### src/vic_defs.svh
// Register indices, field positions, reset values and vectors of the interrupt controller
`ifndef VIC_DEFS_SVH
`define VIC_DEFS_SVH

// Register indices; byte address is four times the index
`define VIC_IDX_TMR0_STAT 6'h05
`define VIC_IDX_CPU_STAT 6'h06
`define VIC_IDX_IRQ_STAT 6'h07
`define VIC_IDX_PERI_FLAG 6'h16
`define VIC_IDX_PERI_EN 6'h17
`define VIC_IDX_EVT 6'h20
`define VIC_IDX_MASK 6'h21

// Field positions
`define VIC_CPU_GD_BIT 4
`define VIC_T0_PIN_EDGE_BIT 7
`define VIC_T0_CKPIN_EDGE_BIT 6
`define VIC_IS_PINE_BIT 0
`define VIC_IS_OVF_EN_BIT 1
`define VIC_IS_CKIE_BIT 2
`define VIC_IS_GRP_EN_BIT 3
`define VIC_IS_PINF_BIT 4
`define VIC_IS_OVF_FLAG_BIT 5
`define VIC_IS_CKIF_BIT 6
`define VIC_IS_SUM_BIT 7

// Reset values
`define VIC_RST_GD 1'b1
`define VIC_RST_PERI_EN 8'h00
`define VIC_RST_BYTE 8'h00

// Fixed vectors, highest priority first
`define VIC_VEC_PIN 16'h0008
`define VIC_VEC_T0 16'h0010
`define VIC_VEC_CK 16'h0018
`define VIC_VEC_PERI 16'h0020

`endif

### src/vic_pkg.sv
// Types shared by the interrupt controller modules
package vic_pkg;
  typedef enum logic [0:0] {
    VIC_ST_IDLE = 1'b0,
    VIC_ST_VEC = 1'b1
  } vic_state_t;
  typedef logic [15:0] vic_addr_t;
endpackage : vic_pkg

### src/vic_pin_edge.sv
// Pin synchroniser and selectable edge detector
`timescale 1ns/100ps
module vic_pin_edge (
  input wire logic clk,
  input wire logic reset,
  input wire logic pin,
  input wire logic rising_sel,
  output logic edge_pulse
);
  logic sync1_q;
  logic sync2_q;
  logic prev_q;

  // Two stages before use; first stage feeds only the second
  always_ff @(posedge clk or posedge reset) begin
    if (reset) begin
      sync1_q <= 1'b0;
      sync2_q <= 1'b0;
      prev_q <= 1'b0;
    end else begin
      sync1_q <= pin;
      sync2_q <= sync1_q;
      prev_q <= sync2_q;
    end
  end

  // Rising when selected, falling otherwise
  assign edge_pulse = rising_sel ? (sync2_q & ~prev_q) : (~sync2_q & prev_q);
endmodule : vic_pin_edge

### src/vic_prio.sv
// Fixed priority resolver over the four vectors
`timescale 1ns/100ps
`include "vic_defs.svh"
module vic_prio
  import vic_pkg::*;
(
  input wire logic [3:0] pending,
  output logic any,
  output vic_addr_t vec_addr
);
  // Lowest index wins; pin interrupt first, peripherals last
  assign any = |pending;
  assign vec_addr = pending[0] ? `VIC_VEC_PIN :
                    pending[1] ? `VIC_VEC_T0 :
                    pending[2] ? `VIC_VEC_CK :
                    `VIC_VEC_PERI;
endmodule : vic_prio

### src/vic_core.sv
// Vectored interrupt controller with Avalon-MM register slave
//
// How it works
// - Global disable bit blocks every interrupt.
// - Reset sets global disable.
// - Each core source has its own enable.
// - Group or own enable zero blocks peripheral.
// - Return clears disable, loads PC from stack.
// - Taking interrupt sets disable, pushes, vectors.
// - Pin 0008h, overflow 0010h, clock pin 0018h.
// - Peripherals 0020h lowest; highest priority first.
// - Flags set regardless of enables.
// - Pin interrupt edge selectable rising/falling.
// - Valid pin edge sets pin flag.
// - Clearing pin enable masks pin interrupt.
// - Enabled pin interrupt wakes from sleep.
// - Eight peripheral enables, reset to zero.
// - Summary is OR of flag AND enable.
`timescale 1ns/100ps
`include "vic_defs.svh"
module vic_core
  import vic_pkg::*;
(
  input wire logic clk,
  input wire logic reset,
  input wire logic [7:0] avs_address,
  input wire logic avs_read,
  input wire logic avs_write,
  input wire logic [31:0] avs_writedata,
  input wire logic [3:0] avs_byteenable,
  output logic [31:0] avs_readdata,
  output logic avs_waitrequest,
  input wire logic ext_irq_pin,
  input wire logic timer0_clock_pin,
  input wire logic timer0_overflow,
  input wire logic [7:0] periph_events,
  input wire logic instr_boundary,
  input wire logic return_from_irq_instr,
  input wire vic_addr_t return_pc,
  input wire vic_addr_t stack_top,
  output logic vector_valid,
  output vic_addr_t vector_addr,
  output logic stack_push,
  output vic_addr_t stack_push_addr,
  output logic stack_pop,
  output logic pc_load,
  output vic_addr_t pc_load_addr,
  output logic wake,
  output logic irq
);

  logic ack_q;
  logic [31:0] rdata_q;
  logic global_irq_disable_q;
  logic [3:0] core_en_q;
  logic pin_irq_flag_q;
  logic timer0_overflow_flag_q;
  logic timer0_clkpin_irq_flag_q;
  logic [1:0] edge_sel_q;
  logic [7:0] peripheral_irq_enable_1_q;
  logic [7:0] peripheral_flag_regs_q;
  logic [1:0] evt_q;
  logic [1:0] mask_q;
  vic_state_t state_q;
  logic vec_valid_q;
  vic_addr_t vec_addr_q;
  logic push_q;
  vic_addr_t push_addr_q;
  logic pop_q;
  logic pc_load_q;
  vic_addr_t pc_addr_q;

  ////////////////////////////////////////////////////////////////////////////
  // Register bus decode
  wire [5:0] idx = avs_address[7:2];
  wire req = avs_read | avs_write;
  wire wr_fire = avs_write & ack_q & avs_byteenable[0];
  wire [7:0] wbyte = avs_writedata[7:0];
  wire wr_tmr0_stat = wr_fire & (idx == `VIC_IDX_TMR0_STAT);
  wire wr_cpu_stat = wr_fire & (idx == `VIC_IDX_CPU_STAT);
  wire wr_irq_stat = wr_fire & (idx == `VIC_IDX_IRQ_STAT);
  wire wr_peri_flag = wr_fire & (idx == `VIC_IDX_PERI_FLAG);
  wire wr_peri_en = wr_fire & (idx == `VIC_IDX_PERI_EN);
  wire wr_evt = wr_fire & (idx == `VIC_IDX_EVT);
  wire wr_mask = wr_fire & (idx == `VIC_IDX_MASK);

  // One wait cycle per access, so read data always comes from a flop
  assign avs_waitrequest = req & ~ack_q;
  assign avs_readdata = rdata_q;

  ////////////////////////////////////////////////////////////////////////////
  // Event sources
  wire pin_edge;
  wire clkpin_edge;

  vic_pin_edge u_pin_edge (
    .clk(clk),
    .reset(reset),
    .pin(ext_irq_pin),
    .rising_sel(edge_sel_q[1]),
    .edge_pulse(pin_edge)
  );

  vic_pin_edge u_clkpin_edge (
    .clk(clk),
    .reset(reset),
    .pin(timer0_clock_pin),
    .rising_sel(edge_sel_q[0]),
    .edge_pulse(clkpin_edge)
  );

  ////////////////////////////////////////////////////////////////////////////
  // Pending and priority
  wire peripheral_irq_summary = |(peripheral_flag_regs_q & peripheral_irq_enable_1_q);
  wire [3:0] pending;
  assign pending[0] = pin_irq_flag_q & core_en_q[`VIC_IS_PINE_BIT];
  assign pending[1] = timer0_overflow_flag_q & core_en_q[`VIC_IS_OVF_EN_BIT];
  assign pending[2] = timer0_clkpin_irq_flag_q & core_en_q[`VIC_IS_CKIE_BIT];
  assign pending[3] = peripheral_irq_summary & core_en_q[`VIC_IS_GRP_EN_BIT];
  wire any_pending;
  vic_addr_t sel_vec;

  vic_prio u_prio (
    .pending(pending),
    .any(any_pending),
    .vec_addr(sel_vec)
  );

  // Taken only between instructions and while not globally disabled
  wire take = (state_q == VIC_ST_IDLE) & instr_boundary & ~global_irq_disable_q
              & any_pending;
  wire do_return = return_from_irq_instr & ~take;

  // Sleep wake does not depend on the global disable
  assign wake = |pending;

  ////////////////////////////////////////////////////////////////////////////
  // Vectoring sequencer
  always_ff @(posedge clk or posedge reset) begin
    if (reset) begin
      state_q <= VIC_ST_IDLE;
    end else begin
      case (state_q)
        VIC_ST_IDLE: begin
          if (take) begin
            state_q <= VIC_ST_VEC;
          end
        end
        VIC_ST_VEC: begin
          state_q <= VIC_ST_IDLE;
        end
        default: begin
          state_q <= VIC_ST_IDLE;
        end
      endcase
    end
  end

  // Core-facing pulses, each one cycle after the decision
  always_ff @(posedge clk or posedge reset) begin
    if (reset) begin
      vec_valid_q <= 1'b0;
      vec_addr_q <= 16'h0000;
      push_q <= 1'b0;
      push_addr_q <= 16'h0000;
      pop_q <= 1'b0;
      pc_load_q <= 1'b0;
      pc_addr_q <= 16'h0000;
    end else begin
      vec_valid_q <= take;
      push_q <= take;
      pop_q <= do_return;
      pc_load_q <= take | do_return;
      if (take) begin
        vec_addr_q <= sel_vec;
        push_addr_q <= return_pc;
        pc_addr_q <= sel_vec;
      end else if (do_return) begin
        pc_addr_q <= stack_top;
      end
    end
  end

  assign vector_valid = vec_valid_q;
  assign vector_addr = vec_addr_q;
  assign stack_push = push_q;
  assign stack_push_addr = push_addr_q;
  assign stack_pop = pop_q;
  assign pc_load = pc_load_q;
  assign pc_load_addr = pc_addr_q;

  ////////////////////////////////////////////////////////////////////////////
  // Global disable: hardware take beats return, return beats software
  always_ff @(posedge clk or posedge reset) begin
    if (reset) begin
      global_irq_disable_q <= `VIC_RST_GD;
    end else if (take) begin
      global_irq_disable_q <= 1'b1;
    end else if (return_from_irq_instr) begin
      global_irq_disable_q <= 1'b0;
    end else if (wr_cpu_stat) begin
      global_irq_disable_q <= wbyte[`VIC_CPU_GD_BIT];
    end
  end

  ////////////////////////////////////////////////////////////////////////////
  // Enables and edge selects
  always_ff @(posedge clk or posedge reset) begin
    if (reset) begin
      core_en_q <= 4'h0;
      edge_sel_q <= 2'b00;
      peripheral_irq_enable_1_q <= `VIC_RST_PERI_EN;
      mask_q <= 2'b00;
    end else begin
      if (wr_irq_stat) begin
        core_en_q <= wbyte[3:0];
      end
      if (wr_tmr0_stat) begin
        edge_sel_q <= {wbyte[`VIC_T0_PIN_EDGE_BIT], wbyte[`VIC_T0_CKPIN_EDGE_BIT]};
      end
      if (wr_peri_en) begin
        peripheral_irq_enable_1_q <= wbyte;
      end
      if (wr_mask) begin
        mask_q <= wbyte[1:0];
      end
    end
  end

  ////////////////////////////////////////////////////////////////////////////
  // Flags: set by events whatever the enables; a set beats a software write
  always_ff @(posedge clk or posedge reset) begin
    if (reset) begin
      pin_irq_flag_q <= 1'b0;
      timer0_overflow_flag_q <= 1'b0;
      timer0_clkpin_irq_flag_q <= 1'b0;
      peripheral_flag_regs_q <= `VIC_RST_BYTE;
    end else begin
      pin_irq_flag_q <= (wr_irq_stat ? wbyte[`VIC_IS_PINF_BIT] : pin_irq_flag_q)
                        | pin_edge;
      timer0_overflow_flag_q <= (wr_irq_stat ? wbyte[`VIC_IS_OVF_FLAG_BIT]
                                 : timer0_overflow_flag_q) | timer0_overflow;
      timer0_clkpin_irq_flag_q <= (wr_irq_stat ? wbyte[`VIC_IS_CKIF_BIT]
                                   : timer0_clkpin_irq_flag_q) | clkpin_edge;
      peripheral_flag_regs_q <= (wr_peri_flag ? wbyte : peripheral_flag_regs_q)
                                | periph_events;
    end
  end

  ////////////////////////////////////////////////////////////////////////////
  // Controller events: taken and returned, write one to clear
  always_ff @(posedge clk or posedge reset) begin
    if (reset) begin
      evt_q <= 2'b00;
    end else begin
      evt_q <= (evt_q & ~(wr_evt ? wbyte[1:0] : 2'b00)) | {do_return, take};
    end
  end

  assign irq = |(evt_q & mask_q);

  ////////////////////////////////////////////////////////////////////////////
  // Read data and handshake
  wire [7:0] cpu_stat_rd = {3'b000, global_irq_disable_q, 4'h0};
  wire [7:0] irq_stat_rd = {peripheral_irq_summary, timer0_clkpin_irq_flag_q,
                            timer0_overflow_flag_q, pin_irq_flag_q, core_en_q};
  // Unmapped indices read as zero and ignore writes
  wire [7:0] rd_byte = (idx == `VIC_IDX_TMR0_STAT) ? {edge_sel_q, 6'b00_0000} :
                       (idx == `VIC_IDX_CPU_STAT) ? cpu_stat_rd :
                       (idx == `VIC_IDX_IRQ_STAT) ? irq_stat_rd :
                       (idx == `VIC_IDX_PERI_FLAG) ? peripheral_flag_regs_q :
                       (idx == `VIC_IDX_PERI_EN) ? peripheral_irq_enable_1_q :
                       (idx == `VIC_IDX_EVT) ? {6'b00_0000, evt_q} :
                       (idx == `VIC_IDX_MASK) ? {6'b00_0000, mask_q} :
                       8'h00;

  always_ff @(posedge clk or posedge reset) begin
    if (reset) begin
      ack_q <= 1'b0;
      rdata_q <= 32'h0000_0000;
    end else begin
      ack_q <= req & ~ack_q;
      if (avs_read & ~ack_q) begin
        rdata_q <= {24'h00_0000, rd_byte};
      end
    end
  end
endmodule : vic_core

### config.mk
export PLATFORM = sky130hd
export DESIGN_NAME = vic_core
export DESIGN_NICKNAME = d
export VERILOG_FILES = /design/src/vic_pkg.sv /design/src/vic_pin_edge.sv /design/src/vic_prio.sv /design/src/vic_core.sv
export VERILOG_INCLUDE_DIRS = /design/src
export SDC_FILE = /design/constraint.sdc
export NUM_CORES = 1
export LEC_CHECK = 0
export BUFFER_PORTS_ARGS = -buffer_cell sky130_fd_sc_hd__buf_2
export CAP_MARGIN = 20
export CORE_AREA = 2 2 94 96
export DETAILED_ROUTE_END_ITERATION = 12
export DIE_AREA = 0 0 96 98
export PLACE_DENSITY = 0.84
export SYNTH_ARGS = -nofsm -noshare
export SYNTH_HDL_FRONTEND = slang
export SYNTH_SLANG_ARGS = --single-unit
### constraint.sdc
create_clock -name clk -period 8.3 [get_ports clk]
set_input_delay 1.66 -clock clk [delete_from_list [all_inputs] [get_ports clk]]
set_output_delay 1.66 -clock clk [all_outputs]
set_load 0.02 [all_outputs]
==> flow_summary_export.csv <==
group,metric,value,unit
outcome,status,"completed",
finish,sequential_cell_area,2100,µm²
sta,maxSlewHeadroom,30.3,%
worst_hold_path,hp-class,"reg -> reg",
finish,drive_gt1_share,37.7,%
power,p_leak,0.00230,µW
power,peakVddDrop,0.200,mV
synthesis,synth_area,3960,µm²
job,maxCapViolations,0,
worst_setup_path,crit_path_start,"peripheral_flag_regs_q[6]$_DFF_PP0_",
clock_tree,cts_max_level,3,
sta,min_period_over_period,46.4,%
floorplan,core.rowCount,34,
finish,stdcell_area,4710,µm²
power,powerDensity,233,nW/µm²
floorplan,dieWidth,96,µm
synthesis,synth.avg_cell_area,11.5,µm²
global_routing,grt-ovfl-total,0,
sta,hold_violations,0,
worst_setup_path,worstReg2RegStart,"peripheral_flag_regs_q[6]$_DFF_PP0_",
finish,utilization,55.6,%
worst_setup_path,worstPathMaxFanout,6,
synthesis,synth-async-reset-ratio,100,%
clock_tree,clk_latency,0.35,ns
sta,fmax,259,MHz
floorplan,core,8470,µm²
synthesis,synth-seq-cells,84,
synthesis,yosys_warnings,0,
floorplan,initial_core_util,46.8,%
floorplan,die_h,98,µm
synthesis,synth-edff-count,0,
clock_tree,cts_tree,"done",
worst_setup_path,cp-start-kind,"flop",
sta,finalSetupViolCount,0,
clock_tree,cts-root-buf,"clkbuf_8",
sta,clock_skew,0.0115,ns
synthesis,synth_seq_area_share,53.1,%
worst_setup_path,required,6.64,ns
routing,drc,0,
synthesis,syn_inst,345,
clock_tree,clock_path_buffers,2,
worst_setup_path,criticalPathCategory,"reg -> out",
routing,wl_per_cell,15.6,µm
routing,vias,2901,
finish,diodes,0,
synthesis,synthFlopType,"dfrtp_1",
worst_setup_path,crit_arrival,2.19,ns
clock_tree,cts_num_sinks,84,
routing,wl,8840,µm
floorplan,pin_count,180,
routing,drt-initial-drc-count,123,
clock_tree,numCtsBuffers,9,
place,portBuffers,113,
clock_tree,postCtsHoldBufs,0,
floorplan,design.die.area,9410,µm²
sta,min_period,3.85,ns
sta,setup-tns-final,0,ns
sta,whs,0.355,ns
clock_tree,clk_pin_slew,0.09,ns
global_routing,antenna_found_initial,0,
place,postPlaceCellArea,4460,µm²
finish,area_delta_synth_final,18.9,%
worst_hold_path,min_from,"u_clkpin_edge.sync1_q$_DFF_PP0_",
routing,drtAntennaViolNets,0,
global_routing,grtUsageTotal,19.5,%
clock_tree,cts_setup_buffers,0,
finish,nFillCells,732,
sta,drv_slew,0,
place,place_congestion,0.858,
global_routing,grt_pass1_vias,2892,
synthesis,synth_cell_type_count,46,
finish,final_nets,547,
finish,multiInputGateArea,1620,µm²
global_routing,grt_pass1_wl,14100,µm
worst_setup_path,worst_setup_path_end_kind,"output port",
global_routing,grt_max_degree,85,
sta,tightestPinTransition,1.03,ns
place,dp_hpwl,6500,µm
sta,rsz0062_at_grt,"no",
routing,avgViaCountPerCell,5.12,
routing,firstDrtPassIters,5,
clock_tree,ctsResizeCount,0,
-- synth_stat cells, drive strengths merged, types with 9 or more instances --
| library cell | n | area, µm² |
|---|---|---|
| mux2 | 35 | 394 |
| a211o | 9 | 78.8 |
| mux2i | 21 | 210 |
| nor2b | 10 | 62.6 |
| nor2 | 27 | 118 |
| dfrtp | 83 | 2080 |
| nand2 | 15 | 56.3 |
| clkbuf | 9 | 33.8 |
| a22oi | 9 | 67.6 |
| a21oi | 16 | 80.1 |
| o21ai | 9 | 45.0 |
| buf | 46 | 328 |
-- cell type report --
class / count / area share (%)
Clock buffer: 10 / 2.71
Sequential cell: 84 / 44.7
Tap cell: 108 / 2.87
Timing Repair Buffer: 117 / 13.3
Clock inverter: 6 / 1.52
Multi-Input combinational cell: 237 / 34.4
Inverter: 5 / 0.425
-- critical path, stage by stage (launching register included) --
cell and delay, ns:
dfrtp_1 0.42, a22oi_1 0.21, nand2_1 0.09, o21ai_0 0.82
nand2_1 0.09, buf_2 0.20
-- power breakdown --
group | leakage (µW) | internal (µW) | switching (µW)
sequential | 0.00100 | 476 | 36.6
clock | 0.0000935 | 142 | 154
combinational | 0.00121 | 112 | 177
-- sequential cells by signal (all words and copies together), names as in the netlist, 2 cells and up --
register,flops
peripheral_flag_regs_q,8
evt_q,2
vector_addr,3
mask_q,2
core_en_q,4
stack_push_addr,16
peripheral_irq_enable_1_q,8
edge_sel_q,2
pc_load_addr,16
avs_readdata,8
-- through the flow --
stage	total power [µW]	setup slack [ns]	std cells
after floorplan	717	4.48	381
after global placement	797	4.56	549
after detailed placement	807	4.53	549
after CTS	1100	4.50	565
after global routing	1150	4.30	567
final	1100	4.45	567
-- cell usage in the layout (no fill, tap or decap), types with 2 or more instances in the layout --
master / n
a211o_1: 9
a21o_1: 2
a21oi_1: 15
a22o_1: 3
a22oi_1: 9
and2_1: 2
and3_1: 4
buf_2: 113
buf_4: 2
clkbuf_8: 9
clkinvlp_4: 2
conb_1: 37
dfrtp_1: 83
inv_1: 4
inv_6: 2
mux2_2: 35
mux2i_1: 21
nand2_1: 15
nand2b_1: 2
nand3_1: 5
nor2_1: 26
nor2b_1: 10
nor3_1: 2
nor3b_1: 2
o211ai_1: 5
o21ai_0: 9
o22a_1: 2
o22ai_1: 3
-- layer usage --
layer  share of wire (%)  global-route usage, %  vias to the layer above
li1                    -                      -                     1361
met1                  41                   25.7                     1399
met2                  49                   31.0                      134
met3                 8.9                   6.17                        7
met4                0.67                   5.27                        0
met5                   0                      0                        -
-- logic make-up (layout without fill, tap and decap cells) --
group / count (synthesis) / in the layout / synth area share, %
DFF: 84 / 84 / 53.1
and+or+nand+nor: 77 / 77 / 10.3
AOI/OAI and AO/OA: 66 / 66 / 11.4
buffers and inverters: 60 / 138 / 9.61
muxes: 56 / 56 / 15.3
other: 1 / 37 / 0.0947
xor gates and xnor gates: 1 / 1 / 0.221
-- path summary, 6_finish.rpt --
path	to	slack, ns	depth (start not counted)
min reg2reg	u_clkpin_edge.sync2_q$_DFF_PP0_	0.36	0
max	wake	4.45	5
max in group asynchronous	global_irq_disable_q$_DFFE_PP1P_	6.42	4
min	u_clkpin_edge.sync2_q$_DFF_PP0_	0.36	0
min in group asynchronous	core_en_q[2]$_DFFE_PP0N_	1.26	3
max reg2reg	stack_push_addr[12]$_DFFE_PP0P_	5.93	6
Note: power is estimated with default switching activity, not from simulation.
